<file path="src/rtl/acdci_pkg.sv">
// Shared constants and carrier types of the audio codec DMA count and interrupt block.
// Assumes a 100 MHz system clock and a single AHB-Lite master with word accesses.
package acdci_pkg;

   // Register byte offsets
   localparam logic [7:0] OFS_CODEC_STATE = 8'h00;
   localparam logic [7:0] OFS_ALT_FEATURE = 8'h04;
   localparam logic [7:0] OFS_PIN_CTRL = 8'h08;
   localparam logic [7:0] OFS_EXTRA_CTRL = 8'h0C;
   localparam logic [7:0] OFS_ALT_FLAG = 8'h10;
   localparam logic [7:0] OFS_ECHO_CTRL = 8'h14;
   localparam logic [7:0] OFS_ECHO_RIGHT = 8'h18;
   localparam logic [7:0] OFS_PLAY_BASE_LO = 8'h1C;
   localparam logic [7:0] OFS_PLAY_BASE_HI = 8'h20;
   localparam logic [7:0] OFS_REC_BASE_LO = 8'h24;
   localparam logic [7:0] OFS_REC_BASE_HI = 8'h28;
   localparam logic [7:0] OFS_TIMER_LO = 8'h2C;
   localparam logic [7:0] OFS_TIMER_HI = 8'h30;
   localparam logic [7:0] OFS_DMA_COUNTS = 8'h34;
   localparam logic [7:0] OFS_TIMER_COUNT = 8'h38;

   // Field positions
   localparam int ECHO_ON_BIT = 4;
   localparam int SPLIT_GAIN_BIT = 4;
   localparam int IRQ_MASK_BIT = 0;
   localparam int ACCUM_CLEAR_BIT = 0;

   // Formats and FIFO sizes
   localparam logic [1:0] FMT_PCM8 = 2'h0;
   localparam logic [1:0] FMT_PCM16 = 2'h1;
   localparam logic [1:0] FMT_ADPCM = 2'h2;
   localparam logic [6:0] ADPCM_FIFO_BYTES = 7'h40;
   localparam logic [6:0] PCM_FIFO_BYTES = 7'h40;

   // Timer tick: about 10 us at 100 MHz
   localparam int CLK_PERIOD_NS = 10;
   localparam int TIMER_TICK_NS = 10000;
   localparam logic [9:0] TICK_CYCLES = 10'(TIMER_TICK_NS / CLK_PERIOD_NS);

   // Reset values
   localparam logic [15:0] CTRL_RESET = 16'h0040;
   localparam logic [15:0] COUNT_RESET = 16'h0000;
   localparam logic [31:0] RDATA_UNMAPPED = 32'h0000_0000;

   typedef struct packed {
      logic underrun_hold_select;
      logic rec_compress_hold;
      logic rec_stereo;
      logic play_stereo;
      logic [1:0] rec_fmt;
      logic [1:0] play_fmt;
      logic [1:0] mode;
      logic countdown_run_bit;
      logic format_unlock;
      logic rec_programmed_io;
      logic play_programmed_io;
      logic rec_run;
      logic play_run;
   } acdci_ctrl_t;

   typedef struct packed {
      logic rec_overrun_flag;
      logic play_starved_flag;
      logic countdown_wrapped_flag;
      logic capture_wrap_flag;
      logic playback_wrap_flag;
   } acdci_flags_t;

   typedef struct packed {
      logic signed [15:0] l;
      logic signed [15:0] r;
   } acdci_stereo_t;

   typedef struct packed {
      logic [15:0] accum;
      logic [6:0] step;
   } acdci_adpcm_t;

endpackage

</file>
<file path="src/rtl/acdci_top.sv">
// DMA sample counters, countdown timer, interrupt, ADPCM state control and digital loopback.
// Assumes FIFOs, converters and the ADPCM arithmetic sit outside; their strobes are synchronous.
`timescale 1ns/1ps
`default_nettype none

module acdci_top import acdci_pkg::*; (
   // Clock and reset
   input wire logic clk_sys,
   input wire logic rst,
   // AHB-Lite slave
   input wire logic hsel,
   input wire logic [31:0] haddr,
   input wire logic [1:0] htrans,
   input wire logic hwrite,
   input wire logic [2:0] hsize,
   input wire logic [31:0] hwdata,
   input wire logic hready,
   output logic hreadyout,
   output logic hresp,
   output logic [31:0] hrdata,
   // Playback stream
   input wire logic play_byte_ack,
   input wire logic play_fifo_full,
   input wire logic play_fifo_empty,
   input wire logic play_sample_tick,
   input wire acdci_stereo_t play_data,
   output logic play_drq,
   output logic play_fifo_rd,
   output logic [6:0] play_fifo_limit,
   // Capture stream
   input wire logic rec_byte_ack,
   input wire logic rec_fifo_full,
   input wire logic rec_fifo_empty,
   input wire logic rec_sample_tick,
   input wire logic rec_comp_byte,
   output logic rec_drq,
   output logic rec_fifo_wr,
   output logic rec_comp_en,
   output logic [6:0] rec_fifo_limit,
   // ADPCM state exchange
   input wire logic play_adpcm_upd,
   input wire acdci_adpcm_t play_adpcm_new,
   input wire logic rec_adpcm_upd,
   input wire acdci_adpcm_t rec_adpcm_new,
   output acdci_adpcm_t play_adpcm,
   output acdci_adpcm_t rec_adpcm,
   // Mixer
   input wire acdci_stereo_t adc_data,
   output acdci_stereo_t dac_data,
   // Interrupt pin
   output logic irq
);

   typedef struct packed {
      logic dph_wr;
      logic dph_rd;
      logic rd_wait;
      logic [7:0] dph_addr;
      logic [31:0] rdata;
      acdci_ctrl_t ctrl;
      logic irq_mask_bit;
      logic play_accum_clear;
      acdci_flags_t flags;
      logic echo_path_on;
      logic [3:0] gain_l;
      logic split_echo_gain;
      logic [3:0] gain_r;
      logic [15:0] play_base;
      logic [15:0] rec_base;
      logic [15:0] timer_base;
      logic [15:0] play_cur;
      logic [15:0] rec_cur;
      logic [15:0] timer_cur;
      logic [9:0] presc;
      logic te_prev;
      logic [1:0] play_bcnt;
      logic [1:0] rec_bcnt;
      logic [1:0] rec_wbcnt;
      acdci_stereo_t play_last;
      acdci_adpcm_t play_st;
      acdci_adpcm_t rec_st;
      acdci_stereo_t dac;
   } acdci_state_t;

   acdci_state_t st;
   acdci_state_t n;

   // Derived stream conditions
   logic play_dma_ok;
   logic rec_dma_ok;
   logic mode1;
   logic [2:0] play_bps;
   logic [2:0] rec_bps;
   logic [2:0] play_grp;
   logic [2:0] rec_grp;
   logic [2:0] play_b1;
   logic [2:0] rec_b1;
   logic play_evt;
   logic rec_evt;
   logic rec_frozen;
   logic play_freeze;
   logic timer_tick;
   logic codec_irq_pending;
   logic wr_ok;
   acdci_stereo_t echo;
   logic signed [16:0] sum_l;
   logic signed [16:0] sum_r;

   // Bytes per counted sample
   function automatic logic [2:0] bytes_per(input logic [1:0] fmt);
      unique case (fmt)
         FMT_PCM16: bytes_per = 3'h2;
         FMT_ADPCM: bytes_per = 3'h4;
         default: bytes_per = 3'h1;
      endcase
   endfunction

   // Request burst length: four bytes for ADPCM and 16-bit stereo
   function automatic logic [2:0] group_of(input logic [1:0] fmt, input logic stereo);
      if (fmt == FMT_ADPCM || (fmt == FMT_PCM16 && stereo)) begin
         group_of = 3'h4;
      end else begin
         group_of = bytes_per(fmt);
      end
   endfunction

   // Saturate a 17-bit sum to 16 bits instead of wrapping
   function automatic logic signed [15:0] sat16(input logic signed [16:0] s);
      if (s[16] != s[15]) begin
         sat16 = s[16] ? 16'sh8000 : 16'sh7FFF;
      end else begin
         sat16 = s[15:0];
      end
   endfunction

   assign mode1 = (st.ctrl.mode < 2'h2);
   assign play_dma_ok = st.ctrl.play_run && !st.ctrl.play_programmed_io;
   // One base pair in mode 1: capture DMA yields while playback DMA owns it
   assign rec_dma_ok = st.ctrl.rec_run && !st.ctrl.rec_programmed_io
      && !(mode1 && play_dma_ok);
   assign play_bps = bytes_per(st.ctrl.play_fmt);
   assign rec_bps = bytes_per(st.ctrl.rec_fmt);
   assign play_grp = group_of(st.ctrl.play_fmt, st.ctrl.play_stereo);
   assign rec_grp = group_of(st.ctrl.rec_fmt, st.ctrl.rec_stereo);
   assign play_b1 = {1'b0, st.play_bcnt} + 3'h1;
   assign rec_b1 = {1'b0, st.rec_bcnt} + 3'h1;
   assign play_evt = play_byte_ack && play_dma_ok && ((play_b1 & (play_bps - 3'h1)) == 3'h0);
   assign rec_evt = rec_byte_ack && rec_dma_ok && ((rec_b1 & (rec_bps - 3'h1)) == 3'h0);
   assign rec_frozen = st.ctrl.rec_compress_hold && (st.rec_wbcnt == 2'h0);
   assign play_freeze = play_fifo_empty;
   assign timer_tick = st.ctrl.countdown_run_bit && st.te_prev && (st.presc == TICK_CYCLES - 10'h1);
   assign codec_irq_pending = st.flags.playback_wrap_flag || st.flags.capture_wrap_flag
      || st.flags.countdown_wrapped_flag;
   assign wr_ok = st.dph_wr;

   // Loopback: common gain unless split, mono capture feeds both sides
   assign echo.l = st.echo_path_on ? (adc_data.l >>> st.gain_l) : 16'sh0000;
   assign echo.r = st.echo_path_on ? ((st.ctrl.rec_stereo ? adc_data.r : adc_data.l)
      >>> (st.split_echo_gain ? st.gain_r : st.gain_l)) : 16'sh0000;
   assign sum_l = {st.play_last.l[15], st.play_last.l} + {echo.l[15], echo.l};
   assign sum_r = {st.play_last.r[15], st.play_last.r} + {echo.r[15], echo.r};

   // Handshakes and outputs; a started group keeps its request up to the end
   assign play_drq = play_dma_ok && (st.play_bcnt != 2'h0 || !play_fifo_full);
   assign rec_drq = rec_dma_ok && (st.rec_bcnt != 2'h0 || !rec_fifo_empty);
   assign play_fifo_rd = play_sample_tick && st.ctrl.play_run && !play_fifo_empty;
   // A full FIFO drops the new sample so the one under transfer survives
   assign rec_fifo_wr = rec_sample_tick && st.ctrl.rec_run && !rec_fifo_full;
   assign rec_comp_en = st.ctrl.rec_run && !rec_frozen;
   assign play_fifo_limit = (st.ctrl.play_fmt == FMT_ADPCM) ? ADPCM_FIFO_BYTES
      : PCM_FIFO_BYTES;
   assign rec_fifo_limit = (st.ctrl.rec_fmt == FMT_ADPCM) ? ADPCM_FIFO_BYTES
      : PCM_FIFO_BYTES;
   assign irq = codec_irq_pending && st.irq_mask_bit;
   assign hreadyout = !(st.dph_rd && !st.rd_wait);
   assign hresp = 1'b0;
   assign hrdata = st.rdata;
   assign play_adpcm = st.play_st;
   assign rec_adpcm = st.rec_st;
   assign dac_data = st.dac;

   // Next-state logic
   always_comb begin
      acdci_flags_t fset;
      acdci_flags_t wz;
      logic p_wrap;
      logic r_wrap;
      logic rp_wrap;
      n = st;
      fset = '0;
      wz = '1;
      p_wrap = 1'b0;
      r_wrap = 1'b0;
      rp_wrap = 1'b0;

      // Bus address phase; reads wait one cycle so the data comes from a flop
      n.dph_wr = hsel && hready && htrans[1] && hwrite;
      n.dph_rd = (st.dph_rd && !st.rd_wait) || (hsel && hready && htrans[1] && !hwrite);
      n.rd_wait = st.dph_rd && !st.rd_wait;
      if (hsel && hready && htrans[1]) begin
         n.dph_addr = haddr[7:0];
      end
      if (st.dph_rd && !st.rd_wait) begin
         unique case (st.dph_addr)
            OFS_CODEC_STATE: n.rdata = {27'h0, st.rec_bcnt, st.play_bcnt, codec_irq_pending};
            OFS_ALT_FEATURE: n.rdata = {16'h0, st.ctrl};
            OFS_PIN_CTRL: n.rdata = {31'h0, st.irq_mask_bit};
            OFS_EXTRA_CTRL: n.rdata = {31'h0, st.play_accum_clear};
            OFS_ALT_FLAG: n.rdata = {27'h0, st.flags};
            OFS_ECHO_CTRL: n.rdata = {27'h0, st.echo_path_on, st.gain_l};
            OFS_ECHO_RIGHT: n.rdata = {27'h0, st.split_echo_gain, st.gain_r};
            OFS_PLAY_BASE_LO: n.rdata = {24'h0, st.play_base[7:0]};
            OFS_PLAY_BASE_HI: n.rdata = {24'h0, st.play_base[15:8]};
            OFS_REC_BASE_LO: n.rdata = {24'h0, st.rec_base[7:0]};
            OFS_REC_BASE_HI: n.rdata = {24'h0, st.rec_base[15:8]};
            OFS_TIMER_LO: n.rdata = {24'h0, st.timer_base[7:0]};
            OFS_TIMER_HI: n.rdata = {24'h0, st.timer_base[15:8]};
            OFS_DMA_COUNTS: n.rdata = {st.rec_cur, st.play_cur};
            OFS_TIMER_COUNT: n.rdata = {16'h0, st.timer_cur};
            default: n.rdata = RDATA_UNMAPPED;
         endcase
      end

      // Byte position inside a request group, also the PIO byte index
      if (play_byte_ack) begin
         n.play_bcnt = (play_b1 >= play_grp) ? 2'h0 : play_b1[1:0];
      end
      if (rec_byte_ack) begin
         n.rec_bcnt = (rec_b1 >= rec_grp) ? 2'h0 : rec_b1[1:0];
      end

      // Sample counters: decrement to zero, the next sample wraps and reloads
      if (play_evt) begin
         p_wrap = (st.play_cur == 16'h0000);
         n.play_cur = p_wrap ? st.play_base : st.play_cur - 16'h0001;
      end
      if (rec_evt && mode1) begin
         rp_wrap = (st.play_cur == 16'h0000);
         n.play_cur = rp_wrap ? st.play_base : st.play_cur - 16'h0001;
      end else if (rec_evt) begin
         r_wrap = (st.rec_cur == 16'h0000);
         n.rec_cur = r_wrap ? st.rec_base : st.rec_cur - 16'h0001;
      end
      fset.playback_wrap_flag = p_wrap || rp_wrap;
      fset.capture_wrap_flag = r_wrap;

      // Countdown timer: load on enable, tick every 10 us, flag at zero
      n.te_prev = st.ctrl.countdown_run_bit;
      if (!st.ctrl.countdown_run_bit || !st.te_prev) begin
         n.presc = 10'h000;
         if (st.ctrl.countdown_run_bit) begin
            n.timer_cur = st.timer_base;
         end
      end else begin
         n.presc = timer_tick ? 10'h000 : st.presc + 10'h001;
      end
      if (timer_tick) begin
         if (st.timer_cur == 16'h0000) begin
            n.timer_cur = st.timer_base;
         end else begin
            n.timer_cur = st.timer_cur - 16'h0001;
            fset.countdown_wrapped_flag = (st.timer_cur == 16'h0001);
         end
      end

      // Playback sample clock: repeat the last sample or zero on underrun
      if (play_sample_tick && st.ctrl.play_run) begin
         if (!play_fifo_empty) begin
            n.play_last = play_data;
         end else begin
            fset.play_starved_flag = 1'b1;
            if (st.ctrl.underrun_hold_select) begin
               n.play_last = '0;
            end
         end
      end
      fset.rec_overrun_flag = rec_sample_tick && st.ctrl.rec_run && rec_fifo_full;
      n.dac.l = sat16(sum_l);
      n.dac.r = sat16(sum_r);

      // Compressed bytes delivered toward the capture FIFO, counted per word
      if (!st.ctrl.rec_run) begin
         n.rec_wbcnt = 2'h0;
      end else if (rec_comp_byte) begin
         n.rec_wbcnt = st.rec_wbcnt + 2'h1;
      end

      // ADPCM state: cleared while stopped, frozen on hold or underrun
      if (!st.ctrl.rec_run) begin
         n.rec_st = '0;
      end else if (rec_adpcm_upd && !rec_frozen) begin
         n.rec_st = rec_adpcm_new;
      end
      if (!st.ctrl.play_run) begin
         n.play_st = '0;
      end else begin
         if (play_adpcm_upd && !play_freeze) begin
            n.play_st = play_adpcm_new;
         end
         if (st.play_accum_clear) begin
            n.play_st.accum = 16'h0000;
         end
      end

      // Register writes in the data phase
      if (wr_ok) begin
         unique case (st.dph_addr)
            OFS_CODEC_STATE: begin
               wz.playback_wrap_flag = 1'b0;
               wz.capture_wrap_flag = 1'b0;
               wz.countdown_wrapped_flag = 1'b0;
            end
            OFS_ALT_FEATURE: begin
               n.ctrl = acdci_ctrl_t'(hwdata[15:0]);
               // Transfer mode bits stay put unless the format is unlocked
               if (!st.ctrl.format_unlock) begin
                  n.ctrl.play_programmed_io = st.ctrl.play_programmed_io;
                  n.ctrl.rec_programmed_io = st.ctrl.rec_programmed_io;
               end
            end
            OFS_PIN_CTRL: n.irq_mask_bit = hwdata[IRQ_MASK_BIT];
            OFS_EXTRA_CTRL: n.play_accum_clear = hwdata[ACCUM_CLEAR_BIT];
            OFS_ALT_FLAG: begin
               wz = acdci_flags_t'(hwdata[4:0]) | ~st.flags;
               // Error flags ignore the clear while the cause is still there
               wz.play_starved_flag = hwdata[3] || play_fifo_empty;
               wz.rec_overrun_flag = hwdata[4] || rec_fifo_full;
            end
            OFS_ECHO_CTRL: begin
               n.echo_path_on = hwdata[ECHO_ON_BIT];
               n.gain_l = hwdata[3:0];
            end
            OFS_ECHO_RIGHT: begin
               n.split_echo_gain = hwdata[SPLIT_GAIN_BIT];
               n.gain_r = hwdata[3:0];
            end
            OFS_PLAY_BASE_LO: n.play_base[7:0] = hwdata[7:0];
            OFS_PLAY_BASE_HI: begin
               n.play_base[15:8] = hwdata[7:0];
               n.play_cur = {hwdata[7:0], st.play_base[7:0]};
            end
            OFS_REC_BASE_LO: n.rec_base[7:0] = hwdata[7:0];
            OFS_REC_BASE_HI: begin
               n.rec_base[15:8] = hwdata[7:0];
               n.rec_cur = {hwdata[7:0], st.rec_base[7:0]};
            end
            OFS_TIMER_LO: n.timer_base[7:0] = hwdata[7:0];
            OFS_TIMER_HI: n.timer_base[15:8] = hwdata[7:0];
            default: ;
         endcase
      end
      // A new event wins over a clear in the same cycle
      n.flags = (st.flags & wz) | fset;
   end

   // State register
   always_ff @(posedge clk_sys or posedge rst) begin
      if (rst) begin
         st <= '0;
         st.ctrl <= acdci_ctrl_t'(CTRL_RESET);
         st.play_cur <= COUNT_RESET;
         st.rec_cur <= COUNT_RESET;
      end else begin
         st <= n;
      end
   end
endmodule // acdci_top

`default_nettype wire

</file>
<file path="config.mk">
export PLATFORM = sky130hd
export DESIGN_NAME = acdci_top
export DESIGN_NICKNAME = d
export VERILOG_FILES = /design/src/rtl/acdci_pkg.sv /design/src/rtl/acdci_top.sv
export SDC_FILE = /design/constraint.sdc
export NUM_CORES = 1
export LEC_CHECK = 0
export BUFFER_PORTS_ARGS = -buffer_cell sky130_fd_sc_hd__buf_2
export CAP_MARGIN = 20
export CORE_ASPECT_RATIO = 1.4
export CORE_MARGIN = 2
export CORE_UTILIZATION = 40
export CTS_CLUSTER_DIAMETER = 40
export DETAILED_ROUTE_END_ITERATION = 7
export PLACE_DENSITY_LB_ADDON = 0.3
export SLEW_MARGIN = 10
export SYNTH_ARGS = -nofsm -noshare
export SYNTH_HDL_FRONTEND = slang
export SYNTH_SLANG_ARGS = --single-unit
</file>
<file path="constraint.sdc">
create_clock -name clk_sys -period 11.3 [get_ports clk_sys]
set_input_delay 1.695 -clock clk_sys [delete_from_list [all_inputs] [get_ports clk_sys]]
set_output_delay 1.695 -clock clk_sys [all_outputs]
set_load 0.03 [all_outputs]
</file>
==> results of run 1 <==
## power by group
group | switching (mW) | internal [mW] | leakage (nW)
clock network | 0.514 | 0.779 | 0.663
registers | 0.177 | 1.24 | 3.72
logic | 0.659 | 0.386 | 4.80
total | 1.35 | 2.40 | 9.19
## final cells by class
cell class | count | area, um2 | share of cell area
multi-input combinational | 1322 | 8950 | 0.444
sequential | 299 | 7480 | 0.371
timing repair buffer | 285 | 1480 | 0.0732
clock buffer | 47 | 1100 | 0.0545
tap | 558 | 698 | 0.0346
clock inverter | 24 | 270 | 0.0134
inverter | 45 | 176 | 0.00875
antenna | 5 | 12.5 | 0.000620
## metrics by stage
step	power [mW]	util	hold slack [ps]	worst slack (ps)	area [um2]
after floorplan	2.23	-	433	1350	18000
after global placement	2.44	0.425	446	5330	18800
after detailed placement	2.47	0.425	450	5220	18800
after CTS	3.78	0.456	457	5790	20100
after global routing	3.95	0.457	469	5310	20200
final	3.75	0.457	457	5720	20200
## per-layer routing
metal / GRT usage / vias to the layer above / routed length (um)
li1: - / 6907 / -
met1: 0.263 / 7413 / 20900
met2: 0.423 / 536 / 29000
met3: 0.0314 / 133 / 2760
met4: 0.107 / 0 / 2370
met5: 0 / - / 0
## path summary, 6_finish.rpt
kind                       slack (ps)       endpoint  cells past startpoint
max                              5720    dac_data[7]                     20
min                               460        st[117]                      1
max reg2reg                      5890   dac_data[10]                     17
min reg2reg                       460        st[117]                      1
max in group asynchronous        7860  rec_adpcm[22]                      4
min in group asynchronous        1240   dac_data[25]                      2
## logic make-up (layout without fill, tap and decap cells)
family | count (synthesis) | in the layout
DFF | 299 | 299
other | 2 | 20
adders and majority gates | 62 | 62
buffers and inverters | 273 | 401
xor gates and xnor gates | 49 | 49
AOI/OAI and AO/OA | 557 | 557
and+or+nand+nor | 504 | 504
muxes | 135 | 135
## Yosys cell counts, types with 12 or more instances
library cell  instances
a211oi_1             21
a21o_1               19
a21oi_1             143
a22o_1               97
a22oi_1              21
a31oi_1              13
and2_1               18
buf_2                17
buf_4               127
clkbuf_1             75
dfrtp_1             298
ha_1                 56
inv_1                43
mux2_2               82
mux2i_1              38
mux4_2               13
nand2_1             193
nand2b_1             15
nand3_1              43
nor2_1              136
nor3_1               28
nor4_1               12
o211ai_1             13
o21a_1               14
o21ai_0             134
xnor2_1              28
xor2_1               21
## state kept, by name, summed over array words and instances, names as in the netlist
name,count
st,187
dac_data,32
hrdata,32
play_adpcm,23
rec_adpcm,23
n,1
wr_ok,1
## critical path: stages
cell	delay, ps
buf_2	110
inv_1	70
o21ai_0	330
mux2i_1	130
nor2_1	100
a21oi_1	90
mux2i_1	230
nand2_1	80
a21oi_1	290
ha_1	240
inv_1	50
fa_1	390
nor2b_1	170
o31a_1	230
a311oi_1	170
nor3_1	220
nor2_1	200
a211oi_1	860
o21ai_0	220
o211ai_1	140
## layout by cell type (no fill, tap or decap), types with 8 or more instances in the layout
| master | Yosys | routed |
|---|---|---|
| buf_4 | 127 | 17 |
| o21a_1 | 14 | 14 |
| buf_2 | 17 | 267 |
| dfrtp_1 | 298 | 298 |
| inv_1 | 43 | 42 |
| nand3_1 | 43 | 43 |
| xnor2_1 | 28 | 28 |
| a22oi_1 | 21 | 21 |
| nor2b_1 | 10 | 10 |
| a21oi_1 | 143 | 142 |
| nand2_1 | 193 | 193 |
| and2_1 | 18 | 18 |
| a21boi_0 | 8 | 8 |
| a22o_1 | 97 | 97 |
| nor2_1 | 136 | 135 |
| mux2i_1 | 38 | 37 |
| nor3_1 | 28 | 28 |
| nand2b_1 | 15 | 15 |
| mux4_2 | 13 | 13 |
| mux2_2 | 82 | 82 |
| conb_1 | 2 | 15 |
| xor2_1 | 21 | 21 |
| o22ai_1 | 11 | 11 |
| clkbuf_16 | 0 | 42 |
| o21ai_0 | 134 | 134 |
| and3_1 | 8 | 8 |
| nor4_1 | 12 | 12 |
| o211ai_1 | 13 | 13 |
| a211oi_1 | 21 | 21 |
| a21o_1 | 19 | 19 |
| a31oi_1 | 13 | 13 |
| ha_1 | 56 | 56 |
==> impl_metrics.prom, run 1 <==
# TYPE chip_impl_metric gauge
chip_impl_metric{name="final_cells",unit=""} 2585
chip_impl_metric{name="synth_async_sr_flop_share",unit=""} 1.00
chip_impl_metric{name="synth-warning-count",unit=""} 0
chip_impl_metric{name="die_footprint",unit="mm2"} 0.0465
chip_impl_metric{name="critical_path.max_fanout",unit=""} 11
chip_impl_metric{name="timing.final.hold_violations",unit=""} 0
chip_impl_metric{name="synth_enable_flop_cells",unit=""} 0
chip_impl_metric{name="detail_route.wirelength",unit="um"} 55000
chip_impl_info{name="setup.worst_path.end_class",value="register"} 1
chip_impl_info{name="tritoncts_clock_tree",value="done"} 1
chip_impl_info{name="synth_ff_type",value="dfrtp_1"} 1
chip_impl_info{name="setup.worst_path.start",value="adc_data[30]"} 1
chip_impl_metric{name="first_global_vias",unit=""} 14700
chip_impl_metric{name="fin_setup_tns",unit="ps"} 0
chip_impl_metric{name="post-route-period-util",unit=""} 0.493
chip_impl_metric{name="cts.htree.levels",unit=""} 2
chip_impl_metric{name="drive_gt1_frac",unit=""} 0.238
chip_impl_metric{name="finalCriticalPeriod",unit="ps"} 5580
chip_impl_metric{name="avgSynthCellArea",unit="um2"} 9.53
chip_impl_metric{name="grt_first_pass_wirelength",unit="um"} 83500
chip_impl_metric{name="leakagePower",unit="nW"} 9.19
chip_impl_metric{name="routed-via-count",unit=""} 15000
chip_impl_metric{name="max_clock_freq",unit="MHz"} 179
chip_impl_metric{name="antenna_found_initial",unit=""} 5
chip_impl_metric{name="synth_xor_area_frac",unit=""} 0.0239
chip_impl_metric{name="peak_supply_drop",unit="V"} 0.000110
chip_impl_info{name="synth_top_family_by_area",value="compound AO/OA/AOI/OAI gates"} 1
chip_impl_metric{name="fp.coreArea",unit="mm2"} 0.0442
chip_impl_metric{name="cts_clk_pin_slew_worst_paths",unit="ps"} 60
chip_impl_metric{name="post_cts.repair.setup_buffers",unit=""} 0
chip_impl_metric{name="clkLatencyLatePin",unit="ps"} 550
chip_impl_metric{name="synth_top_area_frac",unit=""} 0.416
chip_impl_metric{name="post_synthesis_share_of_cell_area_spent_on_and_or_nand_and_nor_gates",unit=""} 0.133
chip_impl_metric{name="gp_congestion",unit=""} 0.958
chip_impl_metric{name="final.setup_skew",unit="ps"} 26.0
chip_impl_metric{name="grt_overflow",unit=""} 0
chip_impl_metric{name="layout-area-overhead-vs-synth",unit="%"} 12.5
chip_impl_metric{name="syn_inst",unit=""} 1881
chip_impl_metric{name="grt_start_max_net_pins",unit=""} 106
chip_impl_metric{name="cap_viol_max_count",unit=""} 0
chip_impl_metric{name="seq_area_frac_synth",unit=""} 0.418
chip_impl_metric{name="worst-endpoint-arrival",unit="ps"} 6020
chip_impl_metric{name="remaining_drcs",unit=""} 0
chip_impl_metric{name="drt-pass1-iter-count",unit=""} 6
chip_impl_metric{name="cts_resized",unit=""} 0
chip_impl_info{name="worstHoldStart",value="st[117]"} 1
chip_impl_info{name="status",value="completed"} 1
chip_impl_info{name="type_of_the_worst_min_delay_path",value="register to register"} 1
chip_impl_metric{name="design.portCount",unit=""} 327
chip_impl_metric{name="die_w",unit="um"} 183
chip_impl_info{name="timing.critical_path.from_type",value="input pin"} 1
chip_impl_info{name="setup_repair_after_global_routing_missed_its_margin",value="false"} 1
chip_impl_metric{name="mappedNetlistArea",unit="mm2"} 0.0179
chip_impl_info{name="criticalPathCategory",value="input pin to register"} 1
chip_impl_metric{name="worst-endpoint-required",unit="ps"} 11740
chip_impl_metric{name="synth_compound_area_frac",unit=""} 0.204
chip_impl_metric{name="sink_count_of_the_clock_tree",unit=""} 299
chip_impl_metric{name="ys_ff_latch",unit=""} 299
chip_impl_metric{name="globalRouteTotalUtil",unit=""} 0.230
chip_impl_info{name="post-synth-top-area-cell",value="dfrtp_1"} 1
chip_impl_metric{name="viasPerCell",unit=""} 5.80
chip_impl_metric{name="drt_first_iter_violations",unit=""} 1241
chip_impl_metric{name="worst_slew_pin_slew",unit="ps"} 1070
chip_impl_metric{name="setup_viol_count_final",unit=""} 0
chip_impl_metric{name="slew-limit-headroom",unit=""} 0.282
chip_impl_metric{name="maxSlewViolCount",unit=""} 0
chip_impl_metric{name="synth.mux.area_fraction",unit=""} 0.0913
chip_impl_metric{name="drtAntennaViolNets",unit=""} 0
chip_impl_metric{name="cts_hold_buffers",unit=""} 0
chip_impl_metric{name="cts_buffers",unit=""} 40
chip_impl_info{name="synth.top_cells.by_area",value="dfrtp_1 (42%), buf_4 (5.3%), mux2_2 (5.2%)"} 1
chip_impl_metric{name="chipHeight",unit="um"} 254
chip_impl_metric{name="dpl.cell_count",unit=""} 2507
chip_impl_metric{name="pwr_density_cell",unit="mW/mm2"} 186
chip_impl_metric{name="place.port_buffers",unit=""} 267
chip_impl_metric{name="routed_wire_length_per_instance",unit="um"} 21.3
chip_impl_info{name="clk_root_buffer_cell",value="clkbuf_16"} 1
chip_impl_metric{name="placement_rows",unit=""} 91
chip_impl_metric{name="place.detailed.hpwl",unit="um"} 40800
chip_impl_metric{name="clockBufferDepth",unit=""} 3
chip_impl_metric{name="synthDistinctLibCells",unit=""} 93
chip_impl_info{name="reg2reg_from",value="st[228]"} 1
chip_impl_metric{name="fillers",unit=""} 4270
chip_impl_metric{name="floorplan.initialDensity",unit=""} 0.406
chip_impl_metric{name="synth-adder-area-share",unit=""} 0.0436
chip_impl_metric{name="layout_nets",unit=""} 2246
Note: power is estimated with default switching activity, not from simulation.
==> run 2, diff against run 1 <==
- clock period: 11.3 -> 4.8 ns (I/O delays scaled with it)
==> run 2 against run 1 <==
Against the previous run: via count is 1.5% lower; register-to-register slack worse by 5600 ps; die area stayed put; flip-flop and latch count stayed put; core utilization is 0.40 points higher; cell count is 0.66% higher; final area is 0.87% higher; critical path depth is 5 lower; non-clock buffer count is 22 higher; clock-buffer cell count is 1 higher; sequential share of layout area is 0.32 points lower; critical path type is now register to register; highest routed layer is now met5.
==> impl_metrics.prom, run 2 (synthesis gave the netlist of run 1 again) <==
# TYPE chip_impl_metric gauge
chip_impl_metric{name="layout_nets",unit=""} 2266
chip_impl_metric{name="max_clock_freq",unit="MHz"} 224
chip_impl_info{name="mostFrequentLayoutCell",value="dfrtp_1"} 1
chip_impl_metric{name="setup_viol_count_final",unit=""} 0
chip_impl_metric{name="place.port_buffers",unit=""} 267
chip_impl_metric{name="critical_path.max_fanout",unit=""} 19
chip_impl_metric{name="cts_clk_pin_slew_worst_paths",unit="ps"} 60
chip_impl_metric{name="design.portCount",unit=""} 327
chip_impl_info{name="largest-register",value="st"} 1
chip_impl_metric{name="fin_setup_tns",unit="ps"} 0
chip_impl_metric{name="peak_supply_drop",unit="V"} 0.000259
chip_impl_metric{name="drtAntennaViolNets",unit=""} 0
chip_impl_metric{name="fp.coreArea",unit="mm2"} 0.0442
chip_impl_metric{name="reg2reg_slack",unit="ps"} 340
chip_impl_metric{name="final_cells",unit=""} 2602
chip_impl_metric{name="report.power.total",unit="mW"} 8.81
chip_impl_metric{name="whs",unit="ps"} 312
chip_impl_metric{name="grt_overflow",unit=""} 0
chip_impl_info{name="final_cell_mix",value="dfrtp_1 (298), buf_2 (267), nand2_1 (193), a21oi_1 (142), nor2_1 (135)"} 1
chip_impl_metric{name="cap_viol_max_count",unit=""} 0
chip_impl_metric{name="routed-via-count",unit=""} 14800
chip_impl_metric{name="grt_start_max_net_pins",unit=""} 125
chip_impl_metric{name="placement_rows",unit=""} 91
chip_impl_info{name="status",value="completed"} 1
chip_impl_info{name="type_of_the_worst_min_delay_path",value="input pin to async pin"} 1
chip_impl_metric{name="drt-pass1-iter-count",unit=""} 5
chip_impl_metric{name="cts_buffers",unit=""} 38
chip_impl_metric{name="gp_congestion",unit=""} 0.935
chip_impl_metric{name="cts_hold_buffers",unit=""} 0
chip_impl_metric{name="post_cts.repair.setup_buffers",unit=""} 0
chip_impl_metric{name="finalCriticalPeriod",unit="ps"} 4460
chip_impl_metric{name="die_footprint",unit="mm2"} 0.0465
chip_impl_metric{name="post-route-period-util",unit=""} 0.930
chip_impl_metric{name="cts_resized",unit=""} 0
chip_impl_metric{name="chipHeight",unit="um"} 254
chip_impl_metric{name="die_w",unit="um"} 183
chip_impl_metric{name="drt_first_iter_violations",unit=""} 1171
chip_impl_metric{name="postLayoutSetupSlackWorst",unit="ps"} 336
chip_impl_metric{name="layout-area-overhead-vs-synth",unit="%"} 13.5
chip_impl_metric{name="timing.final.hold_violations",unit=""} 0
chip_impl_info{name="criticalPathCategory",value="register to register"} 1
chip_impl_metric{name="detail_route.wirelength",unit="um"} 54300
chip_impl_metric{name="largest_register_ff_count",unit=""} 187
chip_impl_metric{name="antenna_found_initial",unit=""} 4
chip_impl_info{name="clk_root_buffer_cell",value="clkbuf_16"} 1
chip_impl_metric{name="worst-endpoint-arrival",unit="ps"} 4900
chip_impl_metric{name="grt_first_pass_wirelength",unit="um"} 83900
chip_impl_metric{name="placed_cell_area",unit="mm2"} 0.0190
chip_impl_metric{name="place.detailed.hpwl",unit="um"} 40800
chip_impl_metric{name="final.setup_skew",unit="ps"} 15.3
chip_impl_metric{name="maxSlewViolCount",unit=""} 0
chip_impl_metric{name="viasPerCell",unit=""} 5.67
chip_impl_metric{name="remaining_drcs",unit=""} 0
chip_impl_metric{name="first_global_vias",unit=""} 15000
chip_impl_metric{name="place_ws",unit="ps"} 263
chip_impl_metric{name="clkLatencyLatePin",unit="ps"} 530
chip_impl_metric{name="clockBufferDepth",unit=""} 3
chip_impl_metric{name="cts.htree.levels",unit=""} 2
chip_impl_metric{name="globalRouteTotalUtil",unit=""} 0.230
chip_impl_metric{name="worst_slew_pin_slew",unit="ps"} 1000
chip_impl_metric{name="sink_count_of_the_clock_tree",unit=""} 299
chip_impl_metric{name="dpl.cell_count",unit=""} 2531
chip_impl_metric{name="leakagePower",unit="nW"} 9.29
chip_impl_metric{name="pwr_density_cell",unit="mW/mm2"} 433
chip_impl_metric{name="postLayoutCoreUtil",unit=""} 0.461
chip_impl_metric{name="routed_wire_length_per_instance",unit="um"} 20.9
chip_impl_metric{name="drive_gt1_frac",unit=""} 0.247
chip_impl_metric{name="slew-limit-headroom",unit=""} 0.331
chip_impl_info{name="tritoncts_clock_tree",value="done"} 1
chip_impl_metric{name="floorplan.initialDensity",unit=""} 0.406
chip_impl_info{name="timing.critical_path.from_type",value="register"} 1
chip_impl_metric{name="design_area",unit="mm2"} 0.0203
chip_impl_metric{name="worst-endpoint-required",unit="ps"} 5240
chip_impl_info{name="setup.worst_path.end_class",value="register"} 1
[run 2: changes by cell type in the layout (fill, tap and decap cells not counted), sizes merged]
| cell | delta |
|---|---|
| buf | +23 |
| bufinv | +1 |
| clkbuf | +1 |
| clkinv | +1 |
| diode | -3 |
| dlymetal6s2s | -1 |
| inv | -5 |
[run 2: layout make-up]
class / instances / area, um2
inverters: 45 / 173
clock buffers: 48 / 1080
diodes: 2 / 5.00
multi-input cells: 1322 / 8980
repair buffers: 307 / 1670
flip-flops and latches: 299 / 7480
fillers: 4206 / 23800
well taps: 558 / 698
clock inverters: 21 / 251
[run 2: path summary, 6_finish.rpt]
check                                end  cells after the start               from
hold reg to reg                  st[117]                      1            st[117]
min in group clk_sys       rec_adpcm[16]                      2  rec_adpcm_new[16]
hold / removal                   st[105]                      3                rst
max in group asynchronous        st[222]                      4                rst
setup / recovery            dac_data[21]                     15            st[229]
setup reg to reg            dac_data[21]                     15            st[229]
[run 2: critical path: stages, from the launching register on]
cell and delay, ps:
dfrtp_1 450, buf_4 300, mux2_2 380, o21ai_0 430
nor2_1 80, a311oi_1 350, a211oi_1 110, ha_1 370
o211ai_1 140, o211ai_1 270, a31oi_1 130, o21ai_0 170
a21oi_1 120, xnor2_1 470, nand2_1 360, a21oi_1 250
[run 2: where the power goes]
group	internal, mW	switching [mW]	total, mW	leakage (nW)
clock network	1.84	1.15	2.99	0.650
registers	2.91	0.399	3.31	3.72
logic	0.936	1.58	2.52	4.92
total	5.68	3.13	8.81	9.29
[run 2: metal layers]
layer / vias up / track usage / wire length [um] / part of all wire
met5: - / 0 / 23 / 0.00042
met4: 4 / 0.101 / 2410 / 0.044
met3: 129 / 0.0317 / 2280 / 0.042
met2: 441 / 0.428 / 28700 / 0.53
met1: 7269 / 0.261 / 21000 / 0.39
li1: 6922 / - / - / -
